--- config.mk ---
export PLATFORM = sky130hd
export DESIGN_NAME = ldcp_ctrl
export DESIGN_NICKNAME = d
export VERILOG_FILES = /design/src/verilog/ldcp_pkg.sv /design/src/verilog/ldcp_ctrl.sv
export VERILOG_INCLUDE_DIRS = /design/src /design/src/verilog
export SDC_FILE = /design/constraint.sdc
export NUM_CORES = 1
export LEC_CHECK = 0
export BUFFER_PORTS_ARGS = -buffer_cell sky130_fd_sc_hd__buf_2
export CAP_MARGIN = 20
export CORE_MARGIN = 3
export CORE_UTILIZATION = 30
export CTS_CLUSTER_SIZE = 25
export DETAILED_ROUTE_END_ITERATION = 10
export GPL_TIMING_DRIVEN = 0
export PLACE_DENSITY = 0.51
export SYNTH_ARGS = -nofsm -noshare
export SYNTH_HDL_FRONTEND = slang
export SYNTH_SLANG_ARGS = --single-unit
--- constraint.sdc ---
create_clock -name ref_clk_i -period 2.85 [get_ports ref_clk_i]
set_clock_uncertainty 0.1 [all_clocks]
set_input_delay 0.57 -clock ref_clk_i [delete_from_list [all_inputs] [get_ports ref_clk_i]]
set_output_delay 0.57 -clock ref_clk_i [all_outputs]
set_load 0.02 [all_outputs]
--- src/verilog/ldcp_regs.svh ---
// register offsets, field positions and timing counts of the memory controller
`ifndef LDCP_REGS_SVH
`define LDCP_REGS_SVH
// avalon word addresses (byte address = 4 * index)
`define LDCP_CTRL_ADDR 4'h0
`define LDCP_MODE_ADDR 4'h1
`define LDCP_CMD_ADDR 4'h2
`define LDCP_WDATA_ADDR 4'h3
`define LDCP_RDATA_ADDR 4'h4
`define LDCP_STATUS_ADDR 4'h5
// control register fields
`define LDCP_CTRL_REFEN 0
`define LDCP_CTRL_MUXED 1
// mode register fields (18-bit opcode)
`define LDCP_MODE_LAT_LO 0
`define LDCP_MODE_LAT_HI 2
`define LDCP_MODE_BL_LO 3
`define LDCP_MODE_BL_HI 4
`define LDCP_MODE_SPLIT 5
`define LDCP_MODE_LOOP 7
`define LDCP_MODE_IMP 8
`define LDCP_MODE_TERM 9
`define LDCP_MODE_RESET 18'h00000
// command register fields
`define LDCP_CMD_OP_LO 0
`define LDCP_CMD_OP_HI 1
`define LDCP_CMD_BANK_LO 2
`define LDCP_CMD_BANK_HI 4
`define LDCP_CMD_ADDR_LO 8
`define LDCP_CMD_ADDR_HI 28
// status bits
`define LDCP_ST_BUSY 0
`define LDCP_ST_LOCKED 1
`define LDCP_ST_RVALID 2
// timing
`define LDCP_CLK_MHZ 100
`define LDCP_LOCK_CYCLES 1024
`define LDCP_MRSC_CYCLES 6
`define LDCP_REF_INT_NS 3900
`define LDCP_REF_INT_CYC ((`LDCP_REF_INT_NS * `LDCP_CLK_MHZ) / 1000)
`endif

--- src/verilog/ldcp_pkg.sv ---
// types shared by the memory controller
package ldcp_pkg;
   typedef enum logic [1:0]
   {
      LDCP_OP_READ = 2'b00,
      LDCP_OP_WRITE = 2'b01,
      LDCP_OP_MODE = 2'b10,
      LDCP_OP_REFRESH = 2'b11
   } ldcp_op_t;
   typedef enum logic [2:0]
   {
      LDCP_IDLE = 3'b000,
      LDCP_ISSUE = 3'b001,
      LDCP_SECOND = 3'b010,
      LDCP_WDATA = 3'b011,
      LDCP_RWAIT = 3'b100,
      LDCP_GAP = 3'b101
   } ldcp_state_t;
endpackage

--- src/verilog/ldcp_ctrl.sv ---
// controller driving a low-latency eight-bank dram through its pins
// Behaviour
// (RL1) mode set with split bit one makes addresses come in two edges; the code selects this by control bit LDCP_CTRL_MUXED instead
// (RL2) bank goes with command and first address half, same edge
// (RL3) refresh needs no second address edge, may repeat every cycle
// (RL4) loop bit defaults low, disabled; high enables the loop
// (RL5) after loop enable wait 1024 cycles before any read
// (RL6) on clock change reset loop: mode set low, recovery, mode set high
// (RL7) impedance bit high: device samples precision resistor transparently
// (RL8) impedance bit low: internal nominal 50 ohm, still adjusted
// (RL9) termination bit one terminates data and mask lines only
// (RL10) termination drops while device drives read data
// (RL11) write data on both edges, latency is read latency plus one
// (RL12) at least one idle cycle between write and following read
// (RL13) data elements with mask high are not written
// (RL14) read data edge-aligned with read strobe after read latency
// (RL15) valid flag rises half cycle before first read element
// (RL16) valid flag falls on last element, then data lines float
// (RL17) read strobes run free; back-to-back reads stream continuously
// (RL18) each read strobe serves its own half of the data lines; the code captures all data lines on read strobe 0 only
// (RL19) extra idle cycles may separate read burst and write
// (RL20) refresh names a bank only; row comes from device counter
// (RL21) refresh to command on same bank waits row cycle time
// (RL22) refresh eight banks every 3.9 us
// (RL23) mode set drives eighteen address bits into mode register
// (RL24) three low mode bits select latency configuration
// (RL25) per-bank timer blocks commands until row cycle elapsed
//
// Design decisions made here: the address map and register access over Avalon-MM.
`timescale 1ns/1ps
`include "ldcp_regs.svh"
module ldcp_ctrl #(
   parameter int DW = 36,
   parameter int AW = 21,
   parameter int REF_INT = `LDCP_REF_INT_CYC
)(
   input wire logic ref_clk_i,
   input wire logic rst_n_i,
   input wire logic [3:0] avs_address_i,
   input wire logic avs_read_i,
   input wire logic avs_write_i,
   input wire logic [31:0] avs_writedata_i,
   output logic [31:0] avs_readdata_o,
   output logic avs_waitrequest_o,
   output logic mem_ck_o,
   output logic mem_cs_n_o,
   output logic mem_we_n_o,
   output logic mem_ref_n_o,
   output logic [AW-1:0] mem_addr_o,
   output logic [2:0] mem_bank_o,
   output logic write_data_clock_o,
   output logic [DW-1:0] mem_dq_o,
   output logic mem_dq_oe_n_o,
   output logic [1:0] write_mask_o,
   input wire logic [DW-1:0] mem_dq_i,
   input wire logic [1:0] read_strobe_clock_i,
   input wire logic read_valid_flag_i
);
   ldcp_pkg::ldcp_state_t st_q;
   logic ck_q;
   logic [1:0] ctrl_q;
   logic [17:0] mode_q;
   logic [28:0] cmd_q;
   logic [31:0] wdata_q;
   logic [DW-1:0] rdata_q;
   logic rvalid_q;
   logic busy_q;
   logic [10:0] lock_q;
   logic [5:0] cnt_q;
   logic rd_ack_q;
   logic [3:0] wait_q;
   logic [15:0] ref_tmr_q;
   logic [2:0] ref_bank_q;
   logic ref_pend_q;
   logic [3:0] bank_tmr_q [0:7];
   logic [1:0] vld_s_q;
   logic [1:0] qk_s_q;
   logic qk_d_q;
   logic [3:0] rl;
   logic [3:0] row_cycle_time;
   logic [3:0] bl;
   logic ph;
   logic [1:0] op;
   logic [2:0] bank;
   logic bank_ok;
   logic cmd_go;
   logic strobe_rise;
   logic ref_go;
   // latency configuration table, three low mode bits
   always_comb
   begin
      case (mode_q[`LDCP_MODE_LAT_HI:`LDCP_MODE_LAT_LO]) // RL24
         3'h1: rl = 4'h6;
         3'h2: rl = 4'h8;
         3'h3: rl = 4'h3;
         3'h4: rl = 4'h5;
         default: rl = 4'h4;
      endcase
      row_cycle_time = rl;
      case (mode_q[`LDCP_MODE_BL_HI:`LDCP_MODE_BL_LO])
         2'h1: bl = 4'h4;
         2'h2: bl = 4'h8;
         default: bl = 4'h2;
      endcase
   end
   assign op = cmd_q[`LDCP_CMD_OP_HI:`LDCP_CMD_OP_LO];
   assign bank = cmd_q[`LDCP_CMD_BANK_HI:`LDCP_CMD_BANK_LO];
   assign bank_ok = (bank_tmr_q[bank] == 4'h0); // RL25
   // reads blocked until the loop has locked
   assign cmd_go = (st_q == ldcp_pkg::LDCP_ISSUE) && ph && bank_ok &&
      (wait_q == 4'h0) &&
      !(op == ldcp_pkg::LDCP_OP_READ && lock_q != 11'h000); // RL5
   assign ref_go = (st_q == ldcp_pkg::LDCP_IDLE) && ref_pend_q && ph &&
      (bank_tmr_q[ref_bank_q] == 4'h0); // RL21
   // memory clock is half the system clock; commands change on ck fall
   always_ff @(posedge ref_clk_i)
   begin
      if (!rst_n_i)
         ck_q <= 1'b0;
      else
         ck_q <= ~ck_q;
   end
   assign ph = ck_q;
   assign mem_ck_o = ck_q;
   assign write_data_clock_o = ck_q; // RL11
   // reads take one wait state so the registered data stands when released
   assign avs_waitrequest_o = avs_read_i && !rd_ack_q;
   always_ff @(posedge ref_clk_i)
   begin
      if (!rst_n_i)
         rd_ack_q <= 1'b0;
      else
         rd_ack_q <= avs_waitrequest_o;
   end
   always_ff @(posedge ref_clk_i)
   begin
      if (!rst_n_i)
         avs_readdata_o <= 32'h00000000;
      else if (avs_waitrequest_o)
      begin
         if (avs_address_i == `LDCP_CTRL_ADDR)
            avs_readdata_o <= {30'h0, ctrl_q};
         else if (avs_address_i == `LDCP_MODE_ADDR)
            avs_readdata_o <= {14'h0, mode_q};
         else if (avs_address_i == `LDCP_CMD_ADDR)
            avs_readdata_o <= {3'h0, cmd_q};
         else if (avs_address_i == `LDCP_WDATA_ADDR)
            avs_readdata_o <= wdata_q;
         else if (avs_address_i == `LDCP_RDATA_ADDR)
            avs_readdata_o <= rdata_q[31:0];
         else if (avs_address_i == `LDCP_STATUS_ADDR)
            avs_readdata_o <= {29'h0, rvalid_q, lock_q == 11'h000, busy_q};
         else
            avs_readdata_o <= 32'h00000000;
      end
   end
   // software registers; mode and loop bit default low
   always_ff @(posedge ref_clk_i)
   begin
      if (!rst_n_i)
      begin
         ctrl_q <= 2'h0;
         mode_q <= `LDCP_MODE_RESET; // RL4
         wdata_q <= 32'h00000000;
      end
      else if (avs_write_i)
      begin
         if (avs_address_i == `LDCP_CTRL_ADDR)
            ctrl_q <= avs_writedata_i[1:0];
         else if (avs_address_i == `LDCP_MODE_ADDR && !busy_q)
            mode_q <= avs_writedata_i[17:0];
         else if (avs_address_i == `LDCP_WDATA_ADDR)
            wdata_q <= avs_writedata_i;
      end
   end
   // command register write launches a command; ignored while busy
   always_ff @(posedge ref_clk_i)
   begin
      if (!rst_n_i)
      begin
         cmd_q <= 29'h0;
         busy_q <= 1'b0;
      end
      else if (avs_write_i && avs_address_i == `LDCP_CMD_ADDR && !busy_q)
      begin
         cmd_q <= avs_writedata_i[28:0];
         busy_q <= 1'b1;
      end
      else if (st_q == ldcp_pkg::LDCP_GAP && wait_q == 4'h0)
         busy_q <= 1'b0;
   end
   // loop lock counter restarts whenever a mode set raises the loop bit
   always_ff @(posedge ref_clk_i)
   begin
      if (!rst_n_i)
         lock_q <= 11'h7FF;
      else if (cmd_go && op == ldcp_pkg::LDCP_OP_MODE)
         lock_q <= cmd_q[`LDCP_CMD_ADDR_LO + `LDCP_MODE_LOOP] ? // RL6
            11'h400 : 11'h7FF;
      else if (ph && lock_q != 11'h000 && lock_q != 11'h7FF)
         lock_q <= lock_q - 11'h001; // RL5
   end
   // refresh timer; eight banks posted each interval
   always_ff @(posedge ref_clk_i)
   begin
      if (!rst_n_i)
      begin
         ref_tmr_q <= 16'h0000;
         ref_bank_q <= 3'h0;
         ref_pend_q <= 1'b0;
      end
      else
      begin
         if (ref_tmr_q == 16'h0000 && ctrl_q[`LDCP_CTRL_REFEN])
         begin
            ref_tmr_q <= 16'(REF_INT - 1);
            ref_pend_q <= 1'b1; // RL22
         end
         else if (ref_tmr_q != 16'h0000)
            ref_tmr_q <= ref_tmr_q - 16'h0001;
         if (ref_go)
         begin
            ref_bank_q <= ref_bank_q + 3'h1;
            if (ref_bank_q == 3'h7)
               ref_pend_q <= 1'b0;
         end
      end
   end
   // per-bank row cycle timers, counted in memory clocks
   genvar g;
   generate
      for (g = 0; g < 8; g = g + 1)
      begin : g_bank
         always_ff @(posedge ref_clk_i)
         begin
            if (!rst_n_i)
               bank_tmr_q[g] <= 4'h0;
            else if ((cmd_go && bank == 3'(g)) ||
               (ref_go && ref_bank_q == 3'(g)))
               bank_tmr_q[g] <= row_cycle_time; // RL25
            else if (ph && bank_tmr_q[g] != 4'h0)
               bank_tmr_q[g] <= bank_tmr_q[g] - 4'h1;
         end
      end
   endgenerate
   // command sequencer
   always_ff @(posedge ref_clk_i)
   begin
      if (!rst_n_i)
      begin
         st_q <= ldcp_pkg::LDCP_IDLE;
         cnt_q <= 6'h00;
         wait_q <= 4'h0;
      end
      else
      begin
         if (ph && wait_q != 4'h0 && st_q != ldcp_pkg::LDCP_ISSUE)
            wait_q <= wait_q - 4'h1;
         case (st_q)
            ldcp_pkg::LDCP_IDLE:
               if (busy_q && !ref_go && !ref_pend_q)
                  st_q <= ldcp_pkg::LDCP_ISSUE;
            ldcp_pkg::LDCP_ISSUE:
               if (cmd_go)
               begin
                  cnt_q <= 6'h00;
                  if (ctrl_q[`LDCP_CTRL_MUXED] &&
                     op != ldcp_pkg::LDCP_OP_REFRESH) // RL3
                     st_q <= ldcp_pkg::LDCP_SECOND; // RL1
                  else if (op == ldcp_pkg::LDCP_OP_WRITE)
                     st_q <= ldcp_pkg::LDCP_WDATA;
                  else if (op == ldcp_pkg::LDCP_OP_READ)
                     st_q <= ldcp_pkg::LDCP_RWAIT;
                  else
                  begin
                     wait_q <= (op == ldcp_pkg::LDCP_OP_MODE) ?
                        4'(`LDCP_MRSC_CYCLES) : 4'h0; // RL6
                     st_q <= ldcp_pkg::LDCP_GAP;
                  end
               end
            ldcp_pkg::LDCP_SECOND:
               if (ph)
                  st_q <= (op == ldcp_pkg::LDCP_OP_WRITE) ?
                     ldcp_pkg::LDCP_WDATA :
                     (op == ldcp_pkg::LDCP_OP_READ) ?
                     ldcp_pkg::LDCP_RWAIT : ldcp_pkg::LDCP_GAP;
            ldcp_pkg::LDCP_WDATA:
            begin
               cnt_q <= cnt_q + 6'h01;
               // latency plus one, then burst; wide enough for latency 8
               if (cnt_q == 6'((rl + 4'h1) * 2 + bl - 4'h1)) // RL11
               begin
                  wait_q <= 4'h2; // RL12
                  st_q <= ldcp_pkg::LDCP_GAP;
               end
            end
            ldcp_pkg::LDCP_RWAIT:
            begin
               cnt_q <= cnt_q + 6'h01;
               if (rvalid_q || cnt_q == 6'h3F)
               begin
                  wait_q <= 4'h1; // RL19
                  st_q <= ldcp_pkg::LDCP_GAP;
               end
            end
            default:
               if (wait_q == 4'h0)
                  st_q <= ldcp_pkg::LDCP_IDLE;
         endcase
      end
   end
   // command pins: split address sends high half on the second edge
   always_ff @(posedge ref_clk_i)
   begin
      if (!rst_n_i)
      begin
         mem_cs_n_o <= 1'b1;
         mem_we_n_o <= 1'b1;
         mem_ref_n_o <= 1'b1;
         mem_addr_o <= '0;
         mem_bank_o <= 3'h0;
      end
      else if (ref_go)
      begin
         mem_cs_n_o <= 1'b0; // RL20
         mem_we_n_o <= 1'b1;
         mem_ref_n_o <= 1'b0;
         mem_bank_o <= ref_bank_q;
      end
      else if (cmd_go)
      begin
         mem_cs_n_o <= 1'b0;
         mem_we_n_o <= !(op == ldcp_pkg::LDCP_OP_WRITE ||
            op == ldcp_pkg::LDCP_OP_MODE);
         mem_ref_n_o <= !(op == ldcp_pkg::LDCP_OP_MODE ||
            op == ldcp_pkg::LDCP_OP_REFRESH);
         mem_bank_o <= bank; // RL2
         if (op == ldcp_pkg::LDCP_OP_MODE)
            mem_addr_o <= AW'(mode_q); // RL23
         else
            mem_addr_o <= AW'(cmd_q[`LDCP_CMD_ADDR_HI:`LDCP_CMD_ADDR_LO]);
      end
      else if (st_q == ldcp_pkg::LDCP_SECOND && ph)
      begin
         mem_cs_n_o <= 1'b1;
         mem_addr_o <= AW'(cmd_q[`LDCP_CMD_ADDR_HI:`LDCP_CMD_ADDR_LO] >> 11);
      end
      else if (ph)
         mem_cs_n_o <= 1'b1;
   end
   // write data driven while in the data window; mask held at zero
   always_ff @(posedge ref_clk_i)
   begin
      if (!rst_n_i)
      begin
         mem_dq_o <= '0;
         mem_dq_oe_n_o <= 1'b1;
         write_mask_o <= 2'h0;
      end
      else if (st_q == ldcp_pkg::LDCP_WDATA &&
         cnt_q >= 6'((rl + 4'h1) * 2 - 4'h1))
      begin
         mem_dq_o <= DW'(wdata_q);
         mem_dq_oe_n_o <= 1'b0;
         write_mask_o <= 2'h0; // RL13
      end
      else
         mem_dq_oe_n_o <= 1'b1;
   end
   // synchronise valid flag and strobe; capture on rising strobe edges
   always_ff @(posedge ref_clk_i)
   begin
      if (!rst_n_i)
      begin
         vld_s_q <= 2'h0;
         qk_s_q <= 2'h0;
         qk_d_q <= 1'b0;
         rdata_q <= '0;
         rvalid_q <= 1'b0;
      end
      else
      begin
         vld_s_q <= {vld_s_q[0], read_valid_flag_i}; // RL15
         qk_s_q <= {qk_s_q[0], read_strobe_clock_i[0]}; // RL18
         qk_d_q <= qk_s_q[1];
         if (strobe_rise && vld_s_q[1]) // RL14
         begin
            rdata_q <= mem_dq_i;
            rvalid_q <= 1'b1;
         end
         else if (st_q == ldcp_pkg::LDCP_ISSUE)
            rvalid_q <= 1'b0; // RL16
      end
   end
   // data pins are not synchronised: valid in flag window (RL17)
   assign strobe_rise = qk_s_q[1] && !qk_d_q;
endmodule

* Yosys cells after proc, flatten, opt, wreduce, memory -nomap -nowiden
Memory sizes are Yosys's and may differ from the RTL's. A register that Yosys moved wholly into a read port is not among the register bits.
Index checks and enable logic that the tools add are counted.
** Word-level totals
- Memories :: 1
- Output and inout port bits :: 101
- Logic and storage cells :: 349
- Input bits :: 79
- Memory bits (writable) :: 32
- Register bits :: 258
** Operators by class
- $add $sub $neg :: 17
- Bitwise gates (word level) :: 21
- Multiplexer cells :: 130
- Equal/unequal tests :: 43
- Magnitude comparators :: 1
- Reductions and logical operators :: 108
** Memories
- bank_tmr_q :: words 8, bits a word 4, rd ports 10, clocked after Yosys merged registers in 2, wr ports 8, line ldcp_ctrl.sv:75 : logic [3:0] bank_tmr_q [0:7];
** Operator list (count)
- $mux W32 :: 5
- $mux W4 :: 23
- $mux W1 :: 72
- $mux W21 :: 3
- $logic_and A1 B1 Y1 :: 50
- $mux W3 :: 16
- $reduce_bool A4 Y1 :: 10
- $sub A4 B1 Y4 const B :: 9
- $eq A3 B3 Y1 const B :: 11
- $eq A3 B2 Y1 const B :: 8
- $mux W11 :: 2
- $mux W9 :: 2
- $logic_not A16 Y1 :: 1
- $logic_not A4 Y1 :: 4
- $or A1 B1 Y1 :: 16
- $pmux W4 S4 :: 1
- $reduce_bool A16 Y1 :: 1
- $sub A16 B1 Y16 const B :: 1
- $pmux W3 S5 :: 1
- $reduce_bool A2 Y1 :: 7
- $eq A3 B1 Y1 const B :: 4
- $pmux W4 S3 :: 1
- $pmux W6 S2 :: 1
- $sub A6 B1 Y6 const B :: 2
- 33 further kinds :: 69

* Logic depth before layout (Yosys ltp)
Gate-level depths: netlist of the first run.
- Depth in word-level cells :: 12
- Gate-level depth with buffers :: 16
- Depth with buffers taken out :: 16

* Worst setup path before layout of the first run
No wires, ideal clock.
- Path kind :: register to register
- Start point :: register mode_q[2]
- End point :: register st_q[0]
- Setup slack :: -0.260 ns
- Required time :: 2.632 ns
- Setup time :: 0.118 ns
- Clock period less this slack :: 3.110 ns
- Arrival :: 2.893 ns
- Stages on the path, launching flop included :: 17
- Buffers on the path :: 0
- Path through :: dfxtp_1 nand2b_1 inv_1 nand2_1 o21ai_0 ha_1 inv_1 ha_1 inv_1 ha_1 fa_1 xnor2_1 nand4_1 nor2_1 a31o_2 o211ai_1 o2111a_1
** On the way
- Cells in the longest elaborated chain, start to end :: 8
- Elaborated cells between the ends (all ways) :: 11
- Those cells by class :: add/sub: 3; eq/ne: 6; mux: 1; reduce/logical: 1
** Ends and longest elaborated chain
- start, declared :: line ldcp_ctrl.sv:62 : logic [17:0] mode_q;
- start signal, assigned :: line ldcp_ctrl.sv:163 : mode_q <= `LDCP_MODE_RESET;
- start signal, assigned :: line ldcp_ctrl.sv:171 : mode_q <= avs_writedata_i[17:0];
- $eq A3 B3 Y1 (tied with other cells) :: line ldcp_ctrl.sv:92 : case (mode_q[`LDCP_MODE_LAT_HI:`LDCP_MODE_LAT_LO])
- $pmux W4 S4 (*) :: line ldcp_ctrl.sv:92
- $add A4 B1 Y5 (*) :: line ldcp_ctrl.sv:291 : if (cnt_q == 6'((rl + 4'h1) * 2 + bl - 4'h1))
- $add A6 B4 Y6 (*) :: line ldcp_ctrl.sv:291
- $sub A6 B1 Y6 (*) :: line ldcp_ctrl.sv:291
- $eq A6 B6 Y1 (*) :: line ldcp_ctrl.sv:291
- $ne A2 B2 Y1 (no line) (*)
- $reduce_and A6 Y1 (no line) (*)
- end signal, assigned :: line ldcp_ctrl.sv:294 : st_q <= ldcp_pkg::LDCP_GAP;
- end signal, assigned :: line ldcp_ctrl.sv:303 : st_q <= ldcp_pkg::LDCP_GAP;
- end signal, assigned :: line ldcp_ctrl.sv:308 : st_q <= ldcp_pkg::LDCP_IDLE;
- end, declared :: line ldcp_ctrl.sv:59 : ldcp_pkg::ldcp_state_t st_q;
Every way passes the cells marked *; elsewhere a longest branch is shown, timed or not.
A chain may end at the register's enable or synchronous reset.

* Worst setup path in the final report of the first run
- Start point :: register mode_q[1]
- End point :: register st_q[0]
Same word-level chain as after synthesis.

==> impl_metrics.prom, run 1 <==
# TYPE chip_impl_metric gauge
chip_impl_metric{name="detail_route.vias_per_cell",unit=""} 5.13
chip_impl_metric{name="post-route-period-util",unit="%"} 105
chip_impl_metric{name="antenna_cell_count",unit=""} 0
chip_impl_metric{name="route.detailed.drc",unit=""} 0
chip_impl_info{name="worstSetupEndpointType",value="flop"} 1
chip_impl_info{name="worstHoldPathType",value="primary input to flop"} 1
chip_impl_info{name="synth.largest_area_cell",value="sky130_fd_sc_hd__dfxtp_1"} 1
chip_impl_metric{name="synth_seq_area_share",unit="%"} 44.4
chip_impl_metric{name="synth.yosys.warnings",unit=""} 0
chip_impl_metric{name="cp.arrival",unit="ns"} 3.34
chip_impl_metric{name="fp.dieW",unit="microns"} 222
chip_impl_metric{name="yosysTopAreaCellShare",unit="%"} 37.6
chip_impl_metric{name="drtIter0Drc",unit=""} 1065
chip_impl_metric{name="cts_made_buffers",unit=""} 36
chip_impl_metric{name="critical_path.max_fanout",unit=""} 7
chip_impl_metric{name="timing.fmax",unit="MHz"} 335
chip_impl_metric{name="final.min_clock_period",unit="ns"} 2.99
chip_impl_metric{name="fin_worst_hold_slack",unit="ns"} 0.146
chip_impl_metric{name="required",unit="ns"} 3.21
chip_impl_metric{name="hold_viol_final",unit=""} 0
chip_impl_metric{name="final-max-slew-violation-count",unit=""} 0
chip_impl_metric{name="synth-async-reset-ratio",unit="%"} 0
chip_impl_metric{name="power_leakage",unit="uW"} 0.00713
chip_impl_metric{name="port-buffer-count",unit=""} 167
chip_impl_metric{name="postPlaceCellArea",unit="sq um"} 15700
chip_impl_metric{name="synthesis.instances",unit=""} 1634
chip_impl_metric{name="fin_util",unit="%"} 39.5
chip_impl_metric{name="pre_cts_setup_slack",unit="ns"} -1.19
chip_impl_metric{name="grt_max_degree",unit=""} 15
chip_impl_metric{name="synth.ff_latch_count",unit=""} 296
chip_impl_metric{name="final_critical_path_setup_slack",unit="ns"} -0.136
chip_impl_metric{name="finish.instance_area",unit="sq um"} 18100
chip_impl_metric{name="syn_avg_cell_area",unit="sq um"} 8.60
chip_impl_metric{name="clock_tree.buffer_depth",unit=""} 3
chip_impl_metric{name="dp_hpwl",unit="mm"} 38.3
chip_impl_info{name="critPathKind",value="flop to flop"} 1
chip_impl_metric{name="fillCellCount",unit=""} 4693
chip_impl_info{name="violations_in_the_final_reports",value="setup timing"} 1
chip_impl_metric{name="tightestPinTransition",unit="ns"} 1.08
chip_impl_metric{name="edff_count_synth",unit=""} 32
chip_impl_info{name="startpoint_type",value="flop"} 1
chip_impl_metric{name="grt_antenna_before_repair",unit=""} 1
chip_impl_metric{name="core",unit="sq um"} 45900
chip_impl_info{name="synth-main-ff-cell",value="sky130_fd_sc_hd__dfxtp_1"} 1
chip_impl_metric{name="first_global_vias",unit=""} 12700
chip_impl_info{name="cts_tree",value="yes"} 1
chip_impl_metric{name="drv_cap",unit=""} 0
chip_impl_metric{name="first_pass_grt_wire_length",unit="mm"} 76.8
chip_impl_metric{name="clock_sinks",unit=""} 296
chip_impl_info{name="most-common-layout-cells",value="370 x sky130_fd_sc_hd__nand2_1, 261 x sky130_fd_sc_hd__dfxtp_1, 168 x sky130_fd_sc_hd__buf_2"} 1
chip_impl_metric{name="drt-wirelength-per-cell",unit="microns"} 20.6
chip_impl_info{name="mostFrequentLayoutCell",value="sky130_fd_sc_hd__nand2_1"} 1
chip_impl_info{name="synth.top_cells.by_area",value="sky130_fd_sc_hd__dfxtp_1 38%, sky130_fd_sc_hd__nand2_1 10%, sky130_fd_sc_hd__edfxtp_1 6.8%, sky130_fd_sc_hd__mux2i_1 6.2%, sky130_fd_sc_hd__a21oi_1 3.4%"} 1
chip_impl_metric{name="drtAntennaViolNets",unit=""} 0
chip_impl_metric{name="gr-total-overflow",unit=""} 0
chip_impl_metric{name="synth_cell_type_count",unit=""} 63
chip_impl_metric{name="h-tree-depth",unit=""} 2
chip_impl_metric{name="syn2layout_area_growth",unit="%"} 28.9
chip_impl_metric{name="die_height",unit="microns"} 222
chip_impl_metric{name="std_cell_rows",unit=""} 78
chip_impl_metric{name="initial_core_utilization",unit="%"} 30.6
chip_impl_metric{name="cts.reportedPaths.clkPinSlew",unit="ns"} 0.06
chip_impl_metric{name="powerDensity",unit="nW/um^2"} 595
chip_impl_metric{name="die_footprint",unit="sq um"} 49500
chip_impl_metric{name="synth_area",unit="sq um"} 14100
chip_impl_metric{name="dr_total_vias",unit=""} 12900
chip_impl_metric{name="routability_congestion",unit=""} 0.922
chip_impl_metric{name="max_slew_margin",unit="%"} 27.8
chip_impl_info{name="clk_root_buf",value="sky130_fd_sc_hd__clkbuf_16"} 1
chip_impl_info{name="outcome",value="finished with violations"} 1
chip_impl_metric{name="number_of_top_level_pins",unit=""} 180
chip_impl_metric{name="timing.final.setup_violations",unit=""} 49
chip_impl_metric{name="grt_usage",unit="%"} 20.0
chip_impl_metric{name="ir_drop",unit="uV"} 334
chip_impl_info{name="grt_setup_unrepaired",value="true"} 1
chip_impl_metric{name="drt_wl_total",unit="mm"} 51.9
chip_impl_metric{name="clkLatencyLatePin",unit="ns"} 0.56
chip_impl_metric{name="drive_gt1_share",unit="%"} 21.7
chip_impl_metric{name="num-nets-final",unit=""} 2007
chip_impl_metric{name="drt_pass1_iterations",unit=""} 8
## cell families after synthesis
kind of cell,Yosys count,share of synthesized area (%)
simple gates,662,21.1
buf+inv,161,4.55
other cells,1,0.0267
compound gates,335,16.2
flops,296,44.4
mux,104,7.88
fa+ha+maj,38,3.44
xor+xnor,37,2.31
## layer usage
| metal | wire length [microns] | GRT usage, % | part of all wire [%] | up-vias |
|---|---|---|---|---|
| met4 | 1920 | 7.44 | 3.7 | 2 |
| li1 | - | - | - | 6178 |
| met1 | 22800 | 26.6 | 44 | 6197 |
| met3 | 3380 | 4.12 | 6.5 | 102 |
| met2 | 23800 | 32.2 | 46 | 422 |
| met5 | 13 | 0 | 0.025 | - |
## area by class of cell
cell class	instances	area, sq um	area share (%)
clock inverters	18	219	1.21
well taps	600	751	4.14
multi-input cells	1184	7810	43.1
plain buffers	108	523	2.89
clock buffers	47	993	5.48
inverters	50	188	1.04
flip-flops and latches	296	6250	34.5
repair buffers	214	1390	7.65
## through the flow
stage / power [uW] / TNS (ns) / std cells
finish: 10800 / -2.43 / 2517
global route: 11200 / -8.30 / 2517
CTS: 10800 / -1.37 / 2502
detailed placement: 6100 / -85.61 / 2407
global placement: 6060 / -93.27 / 2406
floorplan: 5660 / -0.384 / 1639
## path summary, 6_finish.rpt
path / slack (ns) / to / depth (start not counted) / from
hold reg to reg: 0.34 / vld_s_q[1] / 1 / vld_s_q[0]
hold / removal: 0.15 / rdata_q[10] / 3 / mem_dq_i[10]
setup reg to reg: -0.14 / st_q[0] / 14 / mode_q[1]
setup / recovery: -0.14 / st_q[0] / 14 / mode_q[1]
## what timing repair did
item | 4_1_cts | 5_1_grt
setup endpoints to repair | 153 | 140
gates resized for setup | 87 | 102
hold buffers | 0 | 0
pin swaps | 24 | 42
setup buffers | 30 | 10
cloned | 2 | 6
## Yosys cell counts (all sizes together) (6+ instances only)
| master | count |
|---|---|
| a211oi | 6 |
| or3 | 9 |
| nand4 | 6 |
| nand2b | 26 |
| mux2i | 87 |
| a222oi | 12 |
| or4 | 9 |
| or2 | 12 |
| o211a | 16 |
| ha | 37 |
| a22oi | 30 |
| nor2b | 17 |
| and2 | 13 |
| a21o | 21 |
| nand2 | 389 |
| and3 | 22 |
| o21ai | 38 |
| a21boi | 60 |
| a32oi | 6 |
| clkbuf | 92 |
| buf | 19 |
| a21oi | 96 |
| nor2 | 67 |
| xor2 | 17 |
| inv | 50 |
| edfxtp | 32 |
| o31ai | 9 |
| o211ai | 14 |
| nand3 | 49 |
| mux2 | 13 |
| nor4 | 6 |
| nor3b | 9 |
| nor3 | 19 |
| dfxtp | 264 |
| xnor2 | 20 |
## registers in the layout (all words and copies together) (netlist names), 2 cells and up, named ones only
name / count
avs_readdata_o: 32
bank_tmr_q: 32
mem_dq_o: 32
rdata_q: 32
wdata_q: 32
cmd_q: 29
mem_addr_o: 21
mode_q: 18
ref_tmr_q: 16
lock_q: 11
cnt_q: 6
wait_q: 4
mem_bank_o: 3
ref_bank_q: 3
st_q: 3
ctrl_q: 2
qk_s_q: 2
vld_s_q: 2
## report_power, final
| group | internal (uW) | leakage, uW | switching (uW) |
|---|---|---|---|
| registers | 4410 | 0.00247 | 176 |
| logic | 610 | 0.00408 | 926 |
| clock network | 2700 | 0.000586 | 1950 |
| total | 7720 | 0.00713 | 3050 |
## worst max-delay path: stages (launching register included)
cell and delay (ns):
sky130_fd_sc_hd__dfxtp_2 0.43, sky130_fd_sc_hd__nand2b_4 0.17, sky130_fd_sc_hd__o21ai_2 0.06, sky130_fd_sc_hd__ha_4 0.28, sky130_fd_sc_hd__inv_2 0.04, sky130_fd_sc_hd__ha_4 0.25
sky130_fd_sc_hd__inv_2 0.03, sky130_fd_sc_hd__ha_4 0.15, sky130_fd_sc_hd__fa_1 0.52, sky130_fd_sc_hd__xnor2_1 0.12, sky130_fd_sc_hd__nand4_1 0.15, sky130_fd_sc_hd__nor2_4 0.17
sky130_fd_sc_hd__a31o_4 0.21, sky130_fd_sc_hd__o211ai_1 0.09, sky130_fd_sc_hd__o2111a_1 0.14
No activity file was read; power rests on OpenSTA's default activity.
==> run 2, diff against run 1 <==
--- a/config.mk
+++ b/config.mk
@@ -8,12 +8,14 @@
 export LEC_CHECK = 0
 export BUFFER_PORTS_ARGS = -buffer_cell sky130_fd_sc_hd__buf_2
 export CAP_MARGIN = 20
+export CELL_PAD_IN_SITES_DETAIL_PLACEMENT = 2
+export CELL_PAD_IN_SITES_GLOBAL_PLACEMENT = 2
 export CORE_MARGIN = 3
 export CORE_UTILIZATION = 30
 export CTS_CLUSTER_SIZE = 25
 export DETAILED_ROUTE_END_ITERATION = 10
 export GPL_TIMING_DRIVEN = 0
-export PLACE_DENSITY = 0.51
+export PLACE_DENSITY = 0.74
 export SYNTH_ARGS = -nofsm -noshare
 export SYNTH_HDL_FRONTEND = slang
 export SYNTH_SLANG_ARGS = --single-unit
==> run 2 against run 1 <==
  * The run still ends with setup timing left
  * Largest cell class unchanged
  * Wire length up 23%
  * Core utilization grew 0.31 points
  * Hold slack got worse by 0.0074 ns
  * Register-to-register slack worse by 0.23 ns
  * Clock power is 4% higher
  * Die area did not move
  * Fmax is 7.1% lower
==> impl_metrics.prom, run 2 (synthesis gave the netlist of run 1 again) <==
# TYPE chip_impl_metric gauge
chip_impl_info{name="outcome",value="finished with violations"} 1
chip_impl_info{name="violations_in_the_final_reports",value="setup timing"} 1
chip_impl_info{name="clk_root_buf",value="sky130_fd_sc_hd__clkbuf_16"} 1
chip_impl_metric{name="drtIter0Drc",unit=""} 786
chip_impl_info{name="startpoint_type",value="flop"} 1
chip_impl_metric{name="initial_core_utilization",unit="%"} 30.6
chip_impl_metric{name="gr-total-overflow",unit=""} 0
chip_impl_metric{name="grt_antenna_before_repair",unit=""} 0
chip_impl_metric{name="final-max-slew-violation-count",unit=""} 0
chip_impl_metric{name="drv_cap",unit=""} 0
chip_impl_info{name="grt_setup_unrepaired",value="true"} 1
chip_impl_metric{name="fp.dieW",unit="microns"} 222
chip_impl_metric{name="grt_usage",unit="%"} 24.1
chip_impl_metric{name="powerDensity",unit="nW/um^2"} 611
chip_impl_metric{name="die_height",unit="microns"} 222
chip_impl_metric{name="gr-usage-met2",unit="%"} 41.7
chip_impl_metric{name="tightestPinTransition",unit="ns"} 1.16
chip_impl_metric{name="first_pass_grt_wire_length",unit="mm"} 91.5
chip_impl_metric{name="timing.hold.worst_path_depth",unit=""} 2
chip_impl_info{name="worstSetupEndpointType",value="flop"} 1
chip_impl_info{name="mostFrequentLayoutCell",value="sky130_fd_sc_hd__nand2_1"} 1
chip_impl_metric{name="dp_hpwl",unit="mm"} 44.5
chip_impl_metric{name="drive_gt1_share",unit="%"} 22.6
chip_impl_metric{name="power_switching",unit="uW"} 3260
chip_impl_metric{name="routability_congestion",unit=""} 0.893
chip_impl_info{name="globalRoute.busiestLayer",value="met2"} 1
chip_impl_metric{name="drt_pass1_iterations",unit=""} 7
chip_impl_metric{name="r2r_slack",unit="ns"} -0.36
chip_impl_metric{name="number_of_top_level_pins",unit=""} 180
chip_impl_info{name="cp_startpoint",value="mode_q[2]"} 1
chip_impl_metric{name="timing.final.setup_violations",unit=""} 137
chip_impl_metric{name="clock_sinks",unit=""} 296
chip_impl_metric{name="ir_drop",unit="uV"} 379
chip_impl_metric{name="grt_max_degree",unit=""} 13
chip_impl_metric{name="die_footprint",unit="sq um"} 49500
chip_impl_metric{name="cts_hold_buffers",unit=""} 0
chip_impl_metric{name="clkLatencyLatePin",unit="ns"} 0.58
chip_impl_metric{name="power_leakage",unit="uW"} 0.00731
chip_impl_metric{name="p_sw_share",unit="%"} 29.2
chip_impl_metric{name="required",unit="ns"} 3.20
chip_impl_metric{name="max_slew_margin",unit="%"} 22.7
chip_impl_info{name="critPathKind",value="flop to flop"} 1
chip_impl_metric{name="drt_wl_total",unit="mm"} 63.7
chip_impl_metric{name="h-tree-depth",unit=""} 2
chip_impl_metric{name="post-route-period-util",unit="%"} 113
chip_impl_metric{name="final.min_clock_period",unit="ns"} 3.21
chip_impl_metric{name="cts.reportedPaths.clkPinSlew",unit="ns"} 0.06
chip_impl_info{name="hold_end",value="qk_s_q[0]"} 1
chip_impl_metric{name="detail_route.vias_per_cell",unit=""} 5.33
chip_impl_metric{name="critical_path.n_buffers_inverters",unit=""} 5
chip_impl_metric{name="syn2layout_area_growth",unit="%"} 29.9
chip_impl_info{name="most-common-layout-cells",value="385 x sky130_fd_sc_hd__nand2_1, 261 x sky130_fd_sc_hd__dfxtp_1, 167 x sky130_fd_sc_hd__buf_2"} 1
chip_impl_metric{name="rr_worst_depth",unit=""} 18
chip_impl_metric{name="num-nets-final",unit=""} 2026
chip_impl_info{name="path_cells",value="nand2b_4 > inv_4 > nand2_4 > o21ai_4 > ha_4 > inv_4 > ha_4 > inv_2 > ha_4 > fa_1 > xnor2_1 > nand4_1 > nor2_4 > buf_4 > buf_4 > nand3_2 > nand2_1 > a21oi_1"} 1
chip_impl_metric{name="first_global_vias",unit=""} 14800
chip_impl_metric{name="timing.fmax",unit="MHz"} 311
chip_impl_metric{name="combinationalPowerShare",unit="%"} 15.4
chip_impl_metric{name="port-buffer-count",unit=""} 167
chip_impl_metric{name="report.power.total",unit="uW"} 11200
chip_impl_info{name="regToRegEndpoint",value="wait_q[0]"} 1
chip_impl_metric{name="drtAntennaViolNets",unit=""} 0
chip_impl_metric{name="cts_made_buffers",unit=""} 37
chip_impl_metric{name="dr_total_vias",unit=""} 13500
chip_impl_metric{name="antenna_cell_count",unit=""} 0
chip_impl_metric{name="critical-path-max-stage-delay",unit="ns"} 0.47
chip_impl_info{name="worstHoldPathType",value="primary input to flop"} 1
chip_impl_metric{name="cp.arrival",unit="ns"} 3.56
chip_impl_metric{name="critical_path.max_fanout",unit=""} 3
chip_impl_info{name="critical-path-top-delay-family",value="adder cells"} 1
chip_impl_metric{name="gr-usage-met1",unit="%"} 30.1
chip_impl_info{name="cts_tree",value="yes"} 1
chip_impl_metric{name="drt-wirelength-per-cell",unit="microns"} 25.2
chip_impl_metric{name="clock_tree.buffer_depth",unit=""} 3
chip_impl_info{name="critPathSlowestCell",value="sky130_fd_sc_hd__fa_1"} 1
chip_impl_info{name="startpoint_of_the_lowest_slack_hold_path",value="read_strobe_clock_i[0]"} 1
chip_impl_metric{name="std_cell_rows",unit=""} 78
chip_impl_metric{name="power_frac_clock",unit="%"} 43.4
chip_impl_metric{name="seq_power_share",unit="%"} 41.3
chip_impl_metric{name="route.detailed.drc",unit=""} 0
chip_impl_metric{name="core",unit="sq um"} 45900
chip_impl_metric{name="use_met3",unit="%"} 4.53
chip_impl_metric{name="final_critical_path_setup_slack",unit="ns"} -0.364
chip_impl_info{name="reg2reg_start",value="mode_q[2]"} 1
chip_impl_metric{name="internal_power",unit="uW"} 7900
chip_impl_metric{name="pre_cts_setup_slack",unit="ns"} -0.993
chip_impl_info{name="critical-path-top-cell-by-count",value="sky130_fd_sc_hd__ha_4"} 1
chip_impl_metric{name="hold_viol_final",unit=""} 0
run 2: metal layers:
metal / wire, microns / vias to the layer above / part of all wire [%]
li1: - / 6194 / -
met1: 27200 / 6872 / 43
met2: 31400 / 338 / 49
met3: 3220 / 94 / 5.0
met4: 1900 / 0 / 3.0
met5: 0 / - / 0
run 2: worst max-delay path by stage:
| stage | end | depth (start not counted) |
|---|---|---|
| after floorplan | st_q[0] | 16 |
| after global placement | mem_dq_o[22] | 13 |
| after detailed placement | mem_dq_o[10] | 11 |
| after CTS | wait_q[2] | 16 |
| after global routing | wait_q[0] | 18 |
| final | wait_q[0] | 18 |
run 2: final cells by class:
cell class,count,area (sq um)
multi-input combinational,1182,7810
sequential,296,6260
clock buffer,53,1110
timing repair buffer,232,1460
buffer,110,551
inverter,50,193
clock inverter,11,131
tap,600,751
fill,5059,27600
run 2: power groups by stage:
stage | sequential (uW) | clock [uW] | combinational (uW)
2_1_floorplan | 4650 | 0 | 1010
3_3_place_gp | 4670 | 0 | 1420
3_5_place_dp | 4690 | 0 | 1500
4_1_cts | 4600 | 4910 | 1600
5_1_grt | 4630 | 5080 | 1890
6_report | 4600 | 4840 | 1720
run 2: timing repair:
action | CTS | global route
gates resized for setup | 91 | 104
hold endpoints to repair | 0 | 0
gates cloned | 3 | 2
pin swaps | 20 | 35
endpoints found under the setup margin | 164 | 163
buffers inserted | 34 | 24
run 2: through the flow:
step	area (sq um)	TNS, ns	hold slack [ns]	cells	utilization [%]
finish	18300	-22.90	0.138	2534	39.8
global route	18300	-31.94	0.140	2534	39.8
CTS	17700	-6.73	0.112	2508	38.5
detailed placement	15700	-100.63	0.335	2408	34.2
global placement	15700	-106.75	0.326	2406	34.2
floorplan	14100	-0.384	0.312	1639	-
